$ cat src/include/snand_pkg.sv
/*
 * shared constants and types of the serial nand front end: address field
 * layout, page geometry, command codes and the decoded-command carrier.
 * assumes a single core clock domain; the serial clock is only sampled.
 */
package snand_pkg;

	localparam int BLOCK_W = 10;
	localparam int PAGE_W = 6;
	localparam int ROW_W = 16;
	localparam int COL_W = 12;
	localparam int BLOCK_COUNT = 1024;
	localparam int PAGES_PER_BLOCK = 64;
	localparam int MAIN_BYTES = 2048;
	localparam int SPARE_ECC_ON = 64;
	localparam int SPARE_ECC_OFF = 128;
	localparam logic [COL_W-1:0] PAGE_LEN_ECC_ON = COL_W'(MAIN_BYTES + SPARE_ECC_ON);
	localparam logic [COL_W-1:0] PAGE_LEN_ECC_OFF = COL_W'(MAIN_BYTES + SPARE_ECC_OFF);
	localparam logic [BLOCK_W-1:0] GOOD_BLOCK = 10'h000;

	localparam int SYNC_W = 4;
	localparam int SYNC_SCK = 0;
	localparam int SYNC_CS_N = 1;
	localparam int SYNC_SI = 2;
	localparam int SYNC_HOLD_N = 3;

	localparam logic [1:0] ROW_HDR_BYTES = 2'h3;
	localparam logic [1:0] COL_HDR_BYTES = 2'h2;
	localparam logic [1:0] RDBUF_HDR_BYTES = 2'h3;
	localparam logic [7:0] IDLE_BYTE = 8'hFF;

	localparam logic [7:0] OP_ERASE = 8'hD8;
	localparam logic [7:0] OP_READ_CELL = 8'h13;
	localparam logic [7:0] OP_PROG_EXEC = 8'h10;
	localparam logic [7:0] OP_READ_BUF = 8'h03;
	localparam logic [7:0] OP_PROG_LOAD = 8'h02;

	typedef enum logic [4:0] {
		ST_CMD = 5'b00001,
		ST_ADDR = 5'b00010,
		ST_DATA_IN = 5'b00100,
		ST_DATA_OUT = 5'b01000,
		ST_IGNORE = 5'b10000
	} link_state_t;

	typedef struct packed {
		logic [7:0] opcode;
		logic has_row;
		logic has_col;
		logic [BLOCK_W-1:0] block;
		logic [PAGE_W-1:0] page;
		logic [COL_W-1:0] column_addr;
		logic col_in_spare;
		logic col_range_err;
		logic block_guaranteed;
	} cmd_t;

endpackage

$ cat src/verilog/snand_fifo.sv
/*
 * small flip-flop fifo with valid/ready on both sides.
 * assumes both sides run on the same clock; depth is a power of two.
 */
`timescale 1ns/1ns
module snand_fifo #(
	parameter int WIDTH = 8,
	parameter int DEPTH = 4
) (
	input wire logic core_clk_i,
	input wire logic rst_n_i,
	input wire logic in_valid_i,
	output logic in_ready_o,
	input wire logic [WIDTH-1:0] in_data_i,
	output logic out_valid_o,
	input wire logic out_ready_i,
	output logic [WIDTH-1:0] out_data_o
);
	localparam int AW = $clog2(DEPTH);
	logic [WIDTH-1:0] mem [DEPTH];
	logic [AW-1:0] wr_ptr;
	logic [AW-1:0] rd_ptr;
	logic [AW:0] count;
	logic push;
	logic pop;

	assign in_ready_o = (count != (AW+1)'(DEPTH));
	assign out_valid_o = (count != '0);
	assign out_data_o = mem[rd_ptr];
	assign push = in_valid_i & in_ready_o;
	assign pop = out_valid_o & out_ready_i;

	always_ff @(posedge core_clk_i) begin
		if (push) begin
			mem[wr_ptr] <= in_data_i;
		end
	end

	always_ff @(posedge core_clk_i) begin
		if (!rst_n_i) begin
			wr_ptr <= '0;
			rd_ptr <= '0;
			count <= '0;
		end else begin
			if (push) begin
				wr_ptr <= wr_ptr + AW'(1);
			end
			if (pop) begin
				rd_ptr <= rd_ptr + AW'(1);
			end
			case ({push, pop})
				2'b10: count <= count + (AW+1)'(1);
				2'b01: count <= count - (AW+1)'(1);
				default: count <= count;
			endcase
		end
	end
endmodule // snand_fifo

$ cat src/verilog/serial_nand_spi_addressing.sv
/*
 * serial front end of a nand device: samples the host serial link on the
 * core clock, decodes command and row/column address bytes, passes program
 * data out and feeds read data back through a small fifo.
 * assumes the serial clock is well below half the core clock and that the
 * array side keeps the read fifo topped up while a read streams.
 */
`timescale 1ns/1ns
module serial_nand_spi_addressing #(
	parameter int FIFO_DEPTH = 4
) (
	input wire logic core_clk_i,
	input wire logic rst_n_i,
	input wire logic sck_i,
	input wire logic cs_n_i,
	input wire logic si_i,
	input wire logic hold_n_i,
	output logic so_o,
	output logic so_oe_n_o,
	input wire logic ecc_en_i,
	output snand_pkg::cmd_t cmd_o,
	output logic cmd_valid_o,
	output logic [7:0] wr_data_o,
	output logic wr_valid_o,
	input wire logic [7:0] rd_data_i,
	input wire logic rd_valid_i,
	output logic rd_ready_o,
	output logic held_o
);
	import snand_pkg::*;

	logic [SYNC_W-1:0] sync1;
	logic [SYNC_W-1:0] sync2;
	logic sck_prev;
	logic sck_s;
	logic cs_act;
	logic si_s;
	logic hold_s;
	logic sck_rise;
	logic sck_fall;
	logic held;
	logic rise_ok;
	logic fall_ok;
	link_state_t state;
	logic [2:0] rx_bit;
	logic [6:0] rx_sh;
	logic [7:0] rx_byte;
	logic byte_done;
	logic [7:0] opcode;
	logic [1:0] hdr_left;
	logic [23:0] addr_sh;
	logic [23:0] next_addr;
	logic [2:0] tx_bit;
	logic [6:0] tx_sh;
	logic fifo_pop;
	logic fifo_valid;
	logic [7:0] fifo_data;
	logic [ROW_W-1:0] row_addr;
	logic [COL_W-1:0] column_addr;
	logic [COL_W-1:0] page_len;

	// two flops on every pin before any logic looks at it
	always_ff @(posedge core_clk_i) begin
		if (!rst_n_i) begin
			sync1 <= 4'hA;
			sync2 <= 4'hA;
			sck_prev <= 1'b0;
		end else begin
			sync1 <= {hold_n_i, si_i, cs_n_i, sck_i};
			sync2 <= sync1;
			sck_prev <= sync2[SYNC_SCK];
		end
	end

	assign sck_s = sync2[SYNC_SCK];
	assign cs_act = ~sync2[SYNC_CS_N];
	assign si_s = sync2[SYNC_SI];
	assign hold_s = sync2[SYNC_HOLD_N];
	// idle level of the clock is never decoded, so mode 0 and mode 3 both work
	assign sck_rise = cs_act & sck_s & ~sck_prev;
	assign sck_fall = cs_act & ~sck_s & sck_prev;
	// a falling edge seen with hold low enters hold instead of shifting
	assign rise_ok = sck_rise & ~held;
	assign fall_ok = sck_fall & ~held & hold_s;
	assign byte_done = rise_ok & (rx_bit == 3'h7);
	assign rx_byte = {rx_sh, si_s};
	assign held_o = held;

	// hold starts only on a falling edge, ends as soon as the pin returns high
	always_ff @(posedge core_clk_i) begin
		if (!rst_n_i) begin
			held <= 1'b0;
		end else if (!cs_act || hold_s) begin
			held <= 1'b0;
		end else if (sck_fall) begin
			held <= 1'b1;
		end
	end

	// bit counters are frozen while held so nothing is lost or repeated
	always_ff @(posedge core_clk_i) begin
		if (!rst_n_i) begin
			rx_bit <= 3'h0;
			rx_sh <= 7'h00;
		end else if (!cs_act) begin
			rx_bit <= 3'h0;
		end else if (rise_ok) begin
			rx_sh <= rx_byte[6:0];
			rx_bit <= rx_bit + 3'h1;
		end
	end

	// address bytes arrive msb first; the newest byte is the low byte
	assign next_addr = {addr_sh[15:0], rx_byte};

	always_ff @(posedge core_clk_i) begin
		if (!rst_n_i) begin
			state <= ST_CMD;
			opcode <= 8'h00;
			hdr_left <= 2'h0;
			addr_sh <= 24'h000000;
		end else if (!cs_act) begin
			state <= ST_CMD;
		end else if (byte_done) begin
			case (state)
				ST_CMD: begin
					opcode <= rx_byte;
					addr_sh <= 24'h000000;
					if (rx_byte == OP_ERASE || rx_byte == OP_READ_CELL ||
						rx_byte == OP_PROG_EXEC) begin
						hdr_left <= ROW_HDR_BYTES;
						state <= ST_ADDR;
					end else if (rx_byte == OP_PROG_LOAD) begin
						hdr_left <= COL_HDR_BYTES;
						state <= ST_ADDR;
					end else if (rx_byte == OP_READ_BUF) begin
						// two column bytes then one dummy byte
						hdr_left <= RDBUF_HDR_BYTES;
						state <= ST_ADDR;
					end else begin
						state <= ST_IGNORE;
					end
				end
				ST_ADDR: begin
					hdr_left <= hdr_left - 2'h1;
					if (!(opcode == OP_READ_BUF && hdr_left == 2'h1)) begin
						addr_sh <= next_addr;
					end
					if (hdr_left == 2'h1) begin
						if (opcode == OP_PROG_LOAD) begin
							state <= ST_DATA_IN;
						end else if (opcode == OP_READ_BUF) begin
							state <= ST_DATA_OUT;
						end else begin
							state <= ST_IGNORE;
						end
					end
				end
				ST_DATA_IN: state <= ST_DATA_IN;
				ST_DATA_OUT: state <= ST_DATA_OUT;
				ST_IGNORE: state <= ST_IGNORE;
				default: state <= ST_CMD;
			endcase
		end
	end

	// row and column views of the completed header
	assign row_addr = (opcode == OP_READ_BUF) ? addr_sh[ROW_W-1:0] : next_addr[ROW_W-1:0];
	assign column_addr = (opcode == OP_READ_BUF) ? addr_sh[COL_W-1:0] :
		next_addr[COL_W-1:0];
	assign page_len = ecc_en_i ? PAGE_LEN_ECC_ON : PAGE_LEN_ECC_OFF;

	always_ff @(posedge core_clk_i) begin
		if (!rst_n_i) begin
			cmd_o <= '0;
			cmd_valid_o <= 1'b0;
		end else begin
			cmd_valid_o <= 1'b0;
			if (byte_done && state == ST_ADDR && hdr_left == 2'h1) begin
				cmd_valid_o <= 1'b1;
				cmd_o.opcode <= opcode;
				if (opcode == OP_PROG_LOAD || opcode == OP_READ_BUF) begin
					cmd_o.has_row <= 1'b0;
					cmd_o.has_col <= 1'b1;
					cmd_o.block <= '0;
					cmd_o.page <= '0;
					cmd_o.column_addr <= column_addr;
					cmd_o.col_in_spare <= column_addr >= COL_W'(MAIN_BYTES);
					cmd_o.col_range_err <= column_addr >= page_len;
					cmd_o.block_guaranteed <= 1'b0;
				end else begin
					cmd_o.has_row <= 1'b1;
					cmd_o.has_col <= 1'b0;
					cmd_o.block <= row_addr[ROW_W-1:PAGE_W];
					cmd_o.page <= row_addr[PAGE_W-1:0];
					cmd_o.column_addr <= '0;
					cmd_o.col_in_spare <= 1'b0;
					cmd_o.col_range_err <= 1'b0;
					cmd_o.block_guaranteed <= row_addr[ROW_W-1:PAGE_W] == GOOD_BLOCK;
				end
			end
		end
	end

	// program data leaves as whole bytes; the array side cannot stall the link
	always_ff @(posedge core_clk_i) begin
		if (!rst_n_i) begin
			wr_data_o <= 8'h00;
			wr_valid_o <= 1'b0;
		end else begin
			wr_valid_o <= byte_done && state == ST_DATA_IN;
			if (byte_done && state == ST_DATA_IN) begin
				wr_data_o <= rx_byte;
			end
		end
	end

	// read data is pulled one byte at a time at the first falling edge of a byte
	assign fifo_pop = fall_ok && state == ST_DATA_OUT && tx_bit == 3'h0;

	snand_fifo #(
		.WIDTH(8),
		.DEPTH(FIFO_DEPTH)
	) u_rd_fifo (
		.core_clk_i(core_clk_i),
		.rst_n_i(rst_n_i),
		.in_valid_i(rd_valid_i),
		.in_ready_o(rd_ready_o),
		.in_data_i(rd_data_i),
		.out_valid_o(fifo_valid),
		.out_ready_i(fifo_pop),
		.out_data_o(fifo_data)
	);

	// output bits move only on falling edges; an empty fifo sends idle ones
	always_ff @(posedge core_clk_i) begin
		if (!rst_n_i) begin
			tx_bit <= 3'h0;
			tx_sh <= 7'h7F;
			so_o <= 1'b1;
		end else if (!cs_act) begin
			tx_bit <= 3'h0;
		end else if (fall_ok && state == ST_DATA_OUT) begin
			tx_bit <= tx_bit + 3'h1;
			if (tx_bit == 3'h0) begin
				so_o <= fifo_valid ? fifo_data[7] : IDLE_BYTE[7];
				tx_sh <= fifo_valid ? fifo_data[6:0] : IDLE_BYTE[6:0];
			end else begin
				so_o <= tx_sh[6];
				tx_sh <= {tx_sh[5:0], 1'b0};
			end
		end
	end

	// output released while deselected or held
	always_ff @(posedge core_clk_i) begin
		if (!rst_n_i) begin
			so_oe_n_o <= 1'b1;
		end else begin
			so_oe_n_o <= !(cs_act && state == ST_DATA_OUT && !held);
		end
	end
endmodule // serial_nand_spi_addressing

$ cat config.mk
export PLATFORM = sky130hd
export DESIGN_NAME = serial_nand_spi_addressing
export DESIGN_NICKNAME = d
export VERILOG_FILES = /design/src/include/snand_pkg.sv /design/src/verilog/snand_fifo.sv /design/src/verilog/serial_nand_spi_addressing.sv
export SDC_FILE = /design/constraint.sdc
export NUM_CORES = 1
export LEC_CHECK = 0
export ABC_AREA = 1
export BUFFER_PORTS_ARGS = -buffer_cell sky130_fd_sc_hd__buf_2
export CAP_MARGIN = 20
export CELL_PAD_IN_SITES_DETAIL_PLACEMENT = 1
export CELL_PAD_IN_SITES_GLOBAL_PLACEMENT = 2
export CORE_ASPECT_RATIO = 2
export CORE_UTILIZATION = 35
export DETAILED_ROUTE_END_ITERATION = 8
export PLACE_DENSITY = 0.8
export SYNTH_ARGS = -nofsm -noshare
export SYNTH_HDL_FRONTEND = slang
export SYNTH_HIERARCHICAL = 1
export SYNTH_SLANG_ARGS = --single-unit
$ cat constraint.sdc
create_clock -name core_clk_i -period 2.4 [get_ports core_clk_i]
set_input_delay 0.48 -clock core_clk_i [delete_from_list [all_inputs] [get_ports core_clk_i]]
set_output_delay 0.48 -clock core_clk_i [all_outputs]
set_load 0.005 [all_outputs]
==> impl_metrics.yaml, run 1 <==
status:
  status: "completed"
synthesis:
  ys_top_cells_by_area: "sky130_fd_sc_hd__dfxtp_1, sky130_fd_sc_hd__edfxtp_1, sky130_fd_sc_hd__nand2_1, sky130_fd_sc_hd__a21oi_1, sky130_fd_sc_hd__o21ai_0"
  seq_area_frac_synth: 0.5221
  postSynthAreaPerCell_sq_um: 8.320
  synth_cells: 788
  synthesis.area_sq_um: 6556
  synth_largest_type_area_fraction: 0.3756
  synth_seq_cells: 155
  synthesis.nets: 816
  library_cells_used_by_synthesis: 38
  ys_warn_count: 6
  yosysTopAreaCell: "sky130_fd_sc_hd__dfxtp_1"
layout:
  ff_latch_area_sq_um: 3426
  synthToLayoutAreaGrowth_pct: 19.43
  layout_commonest_cell: "sky130_fd_sc_hd__nand2_1"
  multi_input_combinational_cell_area_sq_um: 2693
  layout-drive-gt1-share: 0.2132
  fillCellCount: 2206
  antenna_cells_inserted: 0
  most_frequent_cells_in_the_layout: "sky130_fd_sc_hd__nand2_1, sky130_fd_sc_hd__dfxtp_1, sky130_fd_sc_hd__a21oi_1"
  final_nets: 897
  postLayoutCoreUtil: 0.4278
clock_tree:
  cts_inserted_buffers: 17
  cts_max_level: 4
  max-clock-path-buffers: 2
  clk_transition_reported_paths_ns: 0.06
  postCtsHoldBufs: 0
  clk-insertion-delay-late_ns: 0.43
  clockRootBuffer: "sky130_fd_sc_hd__clkbuf_16"
  tritoncts_num_sinks: 155
  tritoncts_clock_tree: "built"
grt:
  antenna_found_initial: 0
  grt_usage: 0.1921
  grt_start_max_net_pins: 49
  grt_first_pass_wirelength_microns: 28650
  globalRoute.totalOverflow: 0
  via_count_of_the_first_global_routing_pass: 5950
setup_path:
  path_max_fanout: 3
  worst_ep_arrival_time_ns: 2.49
  criticalPathCategory: "flop to flop"
  worst_setup_path_startpoint: "state[1]"
  nature_of_the_critical_path_startpoint: "flop"
  crit_path_end_kind: "flop"
  required_ns: 2.72
  reg2reg_from: "state[1]"
power:
  power.density_nw_per_um2: 724.5
  peakVddDrop_uv: 592.5
  p_leak_uw: 0.003362
floorplanning:
  pin_count: 71
  floorplan.die_area_sq_um: 19320
  core_sq_um: 18310
  die_h_microns: 195.6
  initial_utilization: 0.3582
  die-width_microns: 98.78
  floorplan.rows: 70
place:
  globalplace.congestion: 0.7454
  dp_hpwl_microns: 13550
  io_buffer_count: 70
timing:
  report.final.setup_viol: 0
  fmaxAchievable_mhz: 461.0
  post-route-min-period_ns: 2.169
  maxSlewHeadroom: 0.6014
  fin_crit_sh: 0.9038
  drv_slew: 0
  hold_viol: 0
  rsz0062_at_grt: "false"
  setup_total_negative_slack_ns: 0
  clock-skew-final_ns: 0.006902
  worst_pin_slew_ns: 0.5973
drt:
  post-route-drc-count: 0
  routed_length_on_met1_microns: 5867
  routedWlPerCell_microns: 15.83
  met2WireLength_microns: 10690
  drt-vias-per-instance: 4.923
  highest_layer: "met4"
  drt_pre_antenna_iters: 4
  totalWireLength_microns: 17380
  initialDrtViolationCount: 121
  antenna_violating_nets_post_route: 0
  num_vias: 5405
  wl_met3_microns: 460
worst_hold_path:
  worstHoldStart: "cs_n_i"
  worstHoldPathType: "input port to flop"
run:
  maximum_capacitance_violations: 0
[layer usage]
layer,global-route usage,up-vias
met5,0,-
met4,0.07518,0
met3,0.03758,27
met2,0.4126,88
met1,0.1614,2553
li1,-,2737
[through the flow]
step | setup WS [ns] | cells | cell area, sq um | power [uW] | hold WS, ns
after global routing | 0.01527 | 1098 | 7830 | 5850 | 0.2297
final | 0.2308 | 1098 | 7830 | 5673 | 0.2409
after detailed placement | 0.1041 | 1065 | 7161 | 2939 | 0.4070
after floorplan | 0.2085 | 788 | 6556 | 2869 | 0.3905
after CTS | 0.07370 | 1097 | 7771 | 5739 | 0.2249
after global placement | 0.2029 | 1065 | 7161 | 2930 | 0.4019
[cells in the mapped netlist, drive strengths merged]
cell	number
fa	1
nand2	168
o21ai	93
nor3b	1
a21oi	92
a211oi	1
nand4	2
ha	11
nand3b	6
dfxtp	123
xor2	1
clkinv	2
buf	15
nor2	92
or2	4
nor3	6
o22ai	8
inv	81
clkbuf	15
edfxtp	32
nand3	34
[area by class of cell]
cell class | count | share of cell area
tap | 216 | 0.03452
inverter | 83 | 0.04027
clock buffer | 17 | 0.05433
timing repair buffer | 92 | 0.06584
sequential | 155 | 0.4375
multi-input combinational | 520 | 0.3439
clock inverter | 15 | 0.02365
[cells by family after synthesis]
kind of cell	Yosys count	synth area share
AOI/OAI and AO/OA	194	0.1609
and+or+nand+nor	313	0.2170
xor gates and xnor gates	1	0.001336
adders and majority gates	12	0.02405
buffers and inverters	113	0.07461
DFF	155	0.5221
[power by group]
group | leakage (uW) | internal [uW] | switching [uW]
registers | 0.00129 | 2690 | 19.2
logic | 0.00178 | 55.1 | 112
clock network | 0.000294 | 1660 | 1140
total | 0.00336 | 4410 | 1270
[registers in the layout (all words and copies together), names as in the netlist, 2 cells and up, named ones only]
name / cells
wr_data_o: 8
state: 5
hdr_left: 2
u_rd_fifo/mem: 32
sync1: 4
rx_sh: 7
tx_sh: 7
u_rd_fifo/wr_ptr: 2
u_rd_fifo/count: 3
u_rd_fifo/rd_ptr: 2
opcode: 8
sync2: 4
tx_bit: 3
cmd_o: 41
rx_bit: 3
addr_sh: 16
[worst max-delay path: stages (launching register included)]
cell and delay [ns]:
sky130_fd_sc_hd__dfxtp_2 0.35, sky130_fd_sc_hd__nor2_4 0.12, sky130_fd_sc_hd__nand2_2 0.09, sky130_fd_sc_hd__nor3_4 0.22
sky130_fd_sc_hd__nand2_2 0.10, sky130_fd_sc_hd__nor2_4 0.09, sky130_fd_sc_hd__nand2_1 0.08, sky130_fd_sc_hd__inv_2 0.07
sky130_fd_sc_hd__ha_2 0.17, sky130_fd_sc_hd__inv_1 0.07, sky130_fd_sc_hd__fa_2 0.35, sky130_fd_sc_hd__inv_1 0.06
sky130_fd_sc_hd__nand2_1 0.06, sky130_fd_sc_hd__nand3_2 0.07, sky130_fd_sc_hd__nand2_1 0.06, sky130_fd_sc_hd__nand2_1 0.06
sky130_fd_sc_hd__nor2_1 0.05
[repair_timing]
action | in CTS | in global routing
setup endpoints to repair | 0 | 1
setup buffers | 0 | 1
resized for setup | 0 | 17
[path summary, 6_finish.rpt]
check                                          end  slack [ns]  cells past startpoint
worst max-delay path            u_rd_fifo/count[2]        0.23                     16
worst min register to register            sync2[3]        0.42                      1
worst max register to register  u_rd_fifo/count[2]        0.23                     16
worst min-delay path                      sync1[1]        0.24                      2
Power figures use the tool's default switching activity.
==> inputs of run 2 (changes only) <==
- ABC_AREA: 1 -> unset
- CORE_UTILIZATION: 35 -> 37
- TNS_END_PERCENT: unset -> 30
==> run 2 against run 1 <==
  * Worst hold slack got worse by 0.0064 ns
  * Final cell count fell by 16%
  * Wire length fell by 6.8%
  * Global-route usage rose by 0.62 points
  * Critical endpoint unchanged
  * Largest cell class unchanged
  * Largest power group unchanged
  * Highest routed layer unchanged
==> impl_metrics.yaml, run 2 <==
status:
  status: "completed"
worst_hold_path:
  timing.hold.worst_path_depth: 2
  worstHoldPathType: "input port to flop"
  worstHoldStart: "hold_n_i"
layout:
  multi_input_combinational_cell_area_sq_um: 2708
  final_nets: 737
  registers.top_by_ff_count: "cmd_o"
  final-instance-count-excl-fill: 926
  synthToLayoutAreaGrowth_pct: 22.74
  layout-drive-gt1-share: 0.2632
  layout_commonest_cell: "sky130_fd_sc_hd__dfxtp_1"
  max_reg_flops: 41
  antenna_cells_inserted: 0
  layout_top_registers: "cmd_o: 41 flops, u_rd_fifo/mem: 32 flops, addr_sh: 12 flops"
  most_frequent_cells_in_the_layout: "sky130_fd_sc_hd__dfxtp_1, sky130_fd_sc_hd__nand2_1, sky130_fd_sc_hd__buf_2"
  ff_latch_area_sq_um: 3352
  fillCellCount: 1864
timing:
  rsz0062_at_grt: "true"
  fin_crit_sh: 0.9903
  timing.final.ws_setup_ns: 0.02339
  maxSlewHeadroom: 0.5700
  report.final.setup_viol: 0
  worst_pin_slew_ns: 0.6370
  hold_ws_ns: 0.2345
  setup_total_negative_slack_ns: 0
  post-route-min-period_ns: 2.377
  hold_viol: 0
  drv_slew: 0
  clock-skew-final_ns: 0.007762
  fmaxAchievable_mhz: 420.8
synthesis:
  synth_seq_cells: 151
  synth_largest_type_area_fraction: 0.3838
  postSynthAreaPerCell_sq_um: 9.853
  synth.top_cells.by_count: "sky130_fd_sc_hd__dfxtp_1, sky130_fd_sc_hd__nand2_1, sky130_fd_sc_hd__a21oi_1"
  seq_area_frac_synth: 0.5386
  postSynth.topFlopCell: "sky130_fd_sc_hd__dfxtp_1"
  ys_top_cells_by_area: "sky130_fd_sc_hd__dfxtp_1, sky130_fd_sc_hd__edfxtp_1, sky130_fd_sc_hd__nand2_1, sky130_fd_sc_hd__a21oi_1, sky130_fd_sc_hd__nand3_1"
  library_cells_used_by_synthesis: 58
  synthesis.nets: 658
  synthesis.area_sq_um: 6207
  ys_warn_count: 6
  synth_async_sr_flop_share: 0
  yosysTopAreaCell: "sky130_fd_sc_hd__dfxtp_1"
  synth-edff-count: 32
  synthMostInstantiatedCell: "sky130_fd_sc_hd__dfxtp_1"
  synth_cells: 630
power:
  power.net_switching_uw: 1253
  p_leak_uw: 0.003050
  peakVddDrop_uv: 500.6
  combinationalPowerShare: 0.031
  share_seq_of_total_power: 0.481
  power.share.switching: 0.2276
  fin_total_pwr_uw: 5508
  clk_network_pwr_share: 0.488
  power.density_nw_per_um2: 722.9
  power_report.internal_total_uw: 4254
floorplanning:
  die_h_microns: 185.2
  die-width_microns: 93.59
  pin_count: 71
  floorplan.die_area_sq_um: 17330
  floorplan.rows: 66
  initial_utilization: 0.3796
  core_sq_um: 16350
grt:
  grt_start_max_net_pins: 65
  grt_usage: 0.1983
  globalRoute.totalOverflow: 0
  antenna_found_initial: 0
  via_count_of_the_first_global_routing_pass: 5080
  grt_first_pass_wirelength_microns: 26010
place:
  globalplace.congestion: 0.8118
  io_buffer_count: 70
  pre_cts_ws_ns: -0.09607
  placed_cells: 888
  dp_hpwl_microns: 11830
setup_path:
  path_max_fanout: 4
  worst-r2r-cell-count: 10
  required_ns: 2.76
  nature_of_the_critical_path_startpoint: "flop"
  reg2reg_from: "state[1]"
  setup_slack_of_the_most_critical_reg_to_reg_path_ns: 0.02
  crit_path_end_kind: "flop"
  worst_setup_path_startpoint: "state[1]"
  criticalPathCategory: "flop to flop"
  worst_ep_arrival_time_ns: 2.73
clock_tree:
  postCtsHoldBufs: 0
  clk-insertion-delay-late_ns: 0.43
  cts_inserted_buffers: 17
  max-clock-path-buffers: 2
  clockRootBuffer: "sky130_fd_sc_hd__clkbuf_16"
  clk_transition_reported_paths_ns: 0.06
  cts_max_level: 4
  tritoncts_num_sinks: 151
  tritoncts_clock_tree: "built"
drt:
  post-route-drc-count: 0
  routedWlPerCell_microns: 17.50
  drt-vias-per-instance: 5.228
  antenna_violating_nets_post_route: 0
  drt_pre_antenna_iters: 4
  totalWireLength_microns: 16200
  num_vias: 4841
  initialDrtViolationCount: 135
run:
  maximum_capacitance_violations: 0
## run 2: cells by family (layout without fill, tap and decap cells)
group,after synthesis,count (layout),synth area share
compound gates,105,105,0.1018
xor+xnor,8,8,0.01129
fa+ha+maj,12,12,0.02540
buf+inv,62,154,0.04052
flops,151,151,0.5386
mux,41,41,0.08466
simple gates,251,251,0.1977
## run 2: worst paths after layout
check,to
setup / recovery,u_rd_fifo/count[2]
hold reg to reg,sync2[1]
hold / removal,sync1[3]
setup reg to reg,u_rd_fifo/count[2]
## run 2: cell type report
type,count,share of cell area
Clock buffer,17,0.05584
Tap cell,204,0.03350
Sequential cell,151,0.4400
Timing Repair Buffer,108,0.08671
Multi-Input combinational cell,417,0.3554
Clock inverter,15,0.02168
Inverter,14,0.006898
## run 2: power groups by stage
stage | Clock (uW) | Sequential, uW | Combinational (uW)
finish | 2690 | 2650 | 173
global route | 2830 | 2650 | 192
CTS | 2750 | 2650 | 174
detailed placement | 0 | 2700 | 172
global placement | 0 | 2700 | 162
floorplan | 0 | 2700 | 106
## run 2: worst max-delay path: stages (launching register included)
cell                       delay, ns
sky130_fd_sc_hd__dfxtp_4        0.36
sky130_fd_sc_hd__nor2_4         0.12
sky130_fd_sc_hd__and3_4         0.21
sky130_fd_sc_hd__and3_4         0.20
sky130_fd_sc_hd__o31a_4         0.16
sky130_fd_sc_hd__ha_4           0.13
sky130_fd_sc_hd__inv_2          0.03
sky130_fd_sc_hd__fa_2           0.36
sky130_fd_sc_hd__xor2_2         0.19
sky130_fd_sc_hd__or3_4          0.38
sky130_fd_sc_hd__a21boi_2       0.16
## run 2: per-stage QoR
step | util | cell area (sq um)
finish | 0.4659 | 7619
global route | 0.4659 | 7619
CTS | 0.4606 | 7531
detailed placement | 0.4234 | 6923
global placement | 0.4234 | 6923
floorplan | - | 6250
## run 2: what timing repair did
action / 4_1_cts / 5_1_grt
setup endpoints to repair: 1 / 1
buffers inserted: 0 / 6
resized for setup: 6 / 17
pin swaps: 1 / 9
## run 2: layer usage
metal	up-vias	global-route usage	wire, microns
met4	0	0.09538	511
met5	-	0	0
met3	28	0.03243	415
met1	2364	0.1836	5773
met2	89	0.4018	9503
li1	2360	-	-
==> inputs of run 3 (changes only) <==
- CAP_MARGIN: 20 -> 25
- CORE_UTILIZATION: 37 -> 30
- PLACE_DENSITY: 0.8 -> 0.67
==> run 3 against run 2 <==
  * Global-route usage fell by 3.6 points
  * Sequential cell count did not move
  * Sequential power about the same
  * Wire length increased by 1.0%
  * Clock skew is 0.0010 ns higher
  * Die area rose by 23%
  * Critical endpoint unchanged
==> impl_metrics.yaml, run 3 (same netlist as run 2, synthesis figures left out) <==
timing:
  fin_crit_sh: 0.9566
  maxSlewHeadroom: 0.5526
  clock-skew-final_ns: 0.008782
  rsz0062_at_grt: "false"
  timing.final.ws_setup_ns: 0.1042
  worst_pin_slew_ns: 0.6711
  fmaxAchievable_mhz: 435.6
  hold_ws_ns: 0.2458
  drv_slew: 0
  report.final.setup_viol: 0
  hold_viol: 0
  post-route-min-period_ns: 2.296
setup_path:
  required_ns: 2.75
  worstSetupEndpoint: "u_rd_fifo/count[2]"
  worst_ep_arrival_time_ns: 2.65
  reg2reg_from: "tx_bit[0]"
  crit_path_end_kind: "flop"
  setup_slack_of_the_most_critical_reg_to_reg_path_ns: 0.10
  worst_setup_path_startpoint: "tx_bit[0]"
  worst-r2r-cell-count: 11
  criticalPathCategory: "flop to flop"
  nature_of_the_critical_path_startpoint: "flop"
  r2r_end: "u_rd_fifo/count[2]"
  path_max_fanout: 2
drt:
  num_vias: 4818
  totalWireLength_microns: 16370
  initialDrtViolationCount: 95
  drt_pre_antenna_iters: 6
  post-route-drc-count: 0
  routedWlPerCell_microns: 16.62
  drt-vias-per-instance: 4.891
  antenna_violating_nets_post_route: 0
grt:
  grt_usage: 0.1627
  global_route.peak_usage_layer: "met2"
  grt_start_max_net_pins: 65
  antenna_found_initial: 0
  via_count_of_the_first_global_routing_pass: 5195
  global_route_track_usage_on_met2: 0.3303
  globalRoute.totalOverflow: 0
  grt_first_pass_wirelength_microns: 26700
  gr-usage-met3: 0.02946
  grt.met1_usage: 0.1477
layout:
  most_frequent_cells_in_the_layout: "sky130_fd_sc_hd__dfxtp_1, sky130_fd_sc_hd__nand2_1, sky130_fd_sc_hd__buf_2"
  synthToLayoutAreaGrowth_pct: 22.33
  antenna_cells_inserted: 0
  max_reg_flops: 41
  layout_commonest_cell: "sky130_fd_sc_hd__dfxtp_1"
  layout_top_registers: "cmd_o: 41 flops, u_rd_fifo/mem: 32 flops, addr_sh: 12 flops"
  registers.top_by_ff_count: "cmd_o"
  layout-drive-gt1-share: 0.2448
  final-instance-count-excl-fill: 985
  final_nets: 734
place:
  placed_cells: 951
  pre_cts_ws_ns: -0.01780
  globalplace.congestion: 0.8058
  dp_hpwl_microns: 12200
  io_buffer_count: 70
floorplanning:
  pin_count: 71
  core_sq_um: 20370
  floorplan.die_area_sq_um: 21300
  initial_utilization: 0.3047
  floorplan.rows: 74
  die-width_microns: 103.7
  die_h_microns: 205.4
worst_hold_path:
  worstHoldStart: "cs_n_i"
  worstHoldPathType: "input port to flop"
status:
  status: "completed"
clock_tree:
  clk_transition_reported_paths_ns: 0.06
  postCtsHoldBufs: 0
  clk-insertion-delay-late_ns: 0.42
  cts_inserted_buffers: 17
  tritoncts_clock_tree: "built"
  max-clock-path-buffers: 2
  tritoncts_num_sinks: 151
  clockRootBuffer: "sky130_fd_sc_hd__clkbuf_16"
  cts_max_level: 4
power:
  peakVddDrop_uv: 491.2
  p_leak_uw: 0.002998
  power.density_nw_per_um2: 704.1
run:
  maximum_capacitance_violations: 0
-- run 3: stage by stage --
stage	power, uW	util	instance area, sq um	TNS [ns]
finish	5346	0.3728	7594	0
global route	5546	0.3728	7594	0
CTS	5432	0.3710	7557	0
detailed placement	2875	0.3434	6995	-0.01780
global placement	2863	0.3434	6995	0
floorplan	2808	-	6250	0
-- run 3: critical path, cell delays in order, from the launching register on --
cell	delay, ns
sky130_fd_sc_hd__dfxtp_1	0.33
sky130_fd_sc_hd__inv_2	0.08
sky130_fd_sc_hd__ha_1	0.14
sky130_fd_sc_hd__nor2b_4	0.14
sky130_fd_sc_hd__and3_4	0.21
sky130_fd_sc_hd__o31a_4	0.16
sky130_fd_sc_hd__ha_4	0.13
sky130_fd_sc_hd__inv_1	0.06
sky130_fd_sc_hd__fa_2	0.39
sky130_fd_sc_hd__xor2_1	0.15
sky130_fd_sc_hd__or3_1	0.31
sky130_fd_sc_hd__a21boi_1	0.15
-- run 3: report_power, final --
group | switching [uW] | internal, uW | total [uW]
Combinational | 102 | 64.7 | 167
Clock | 1100 | 1430 | 2530
Sequential | 17.1 | 2630 | 2650
Total | 1220 | 4120 | 5350
-- run 3: per-layer routing --
metal  vias to the layer above  part of all wire
met1                      2347              0.36
li1                       2355                 -
met3                        31             0.023
met4                         0             0.039
met2                        85              0.57
met5                         -                 0
-- run 3: area by class of cell --
class	instances	area, sq um
repair buffers	105	625.6
multi-input cells	417	2681
flip-flops and latches	151	3344
inverters	14	52.55
fillers	2331	12780
clock inverters	15	131.4
well taps	266	332.8
clock buffers	17	425.4
-- run 3: how the worst min path moves through the flow --
stage	endpoint	slack [ns]	cells after the start
finish	sync1[1]	0.25	2
global route	sync1[1]	0.24	2
CTS	sync1[1]	0.23	2
detailed placement	sync2[3]	0.40	1
global placement	held_o	0.40	1
floorplan	sync2[1]	0.39	1
-- run 3: repair_timing --
action,in CTS,in global routing
pin swaps,0,1
endpoints found under the setup margin,1,1
resized for setup,1,7
cloned,0,0
setup buffers,0,2
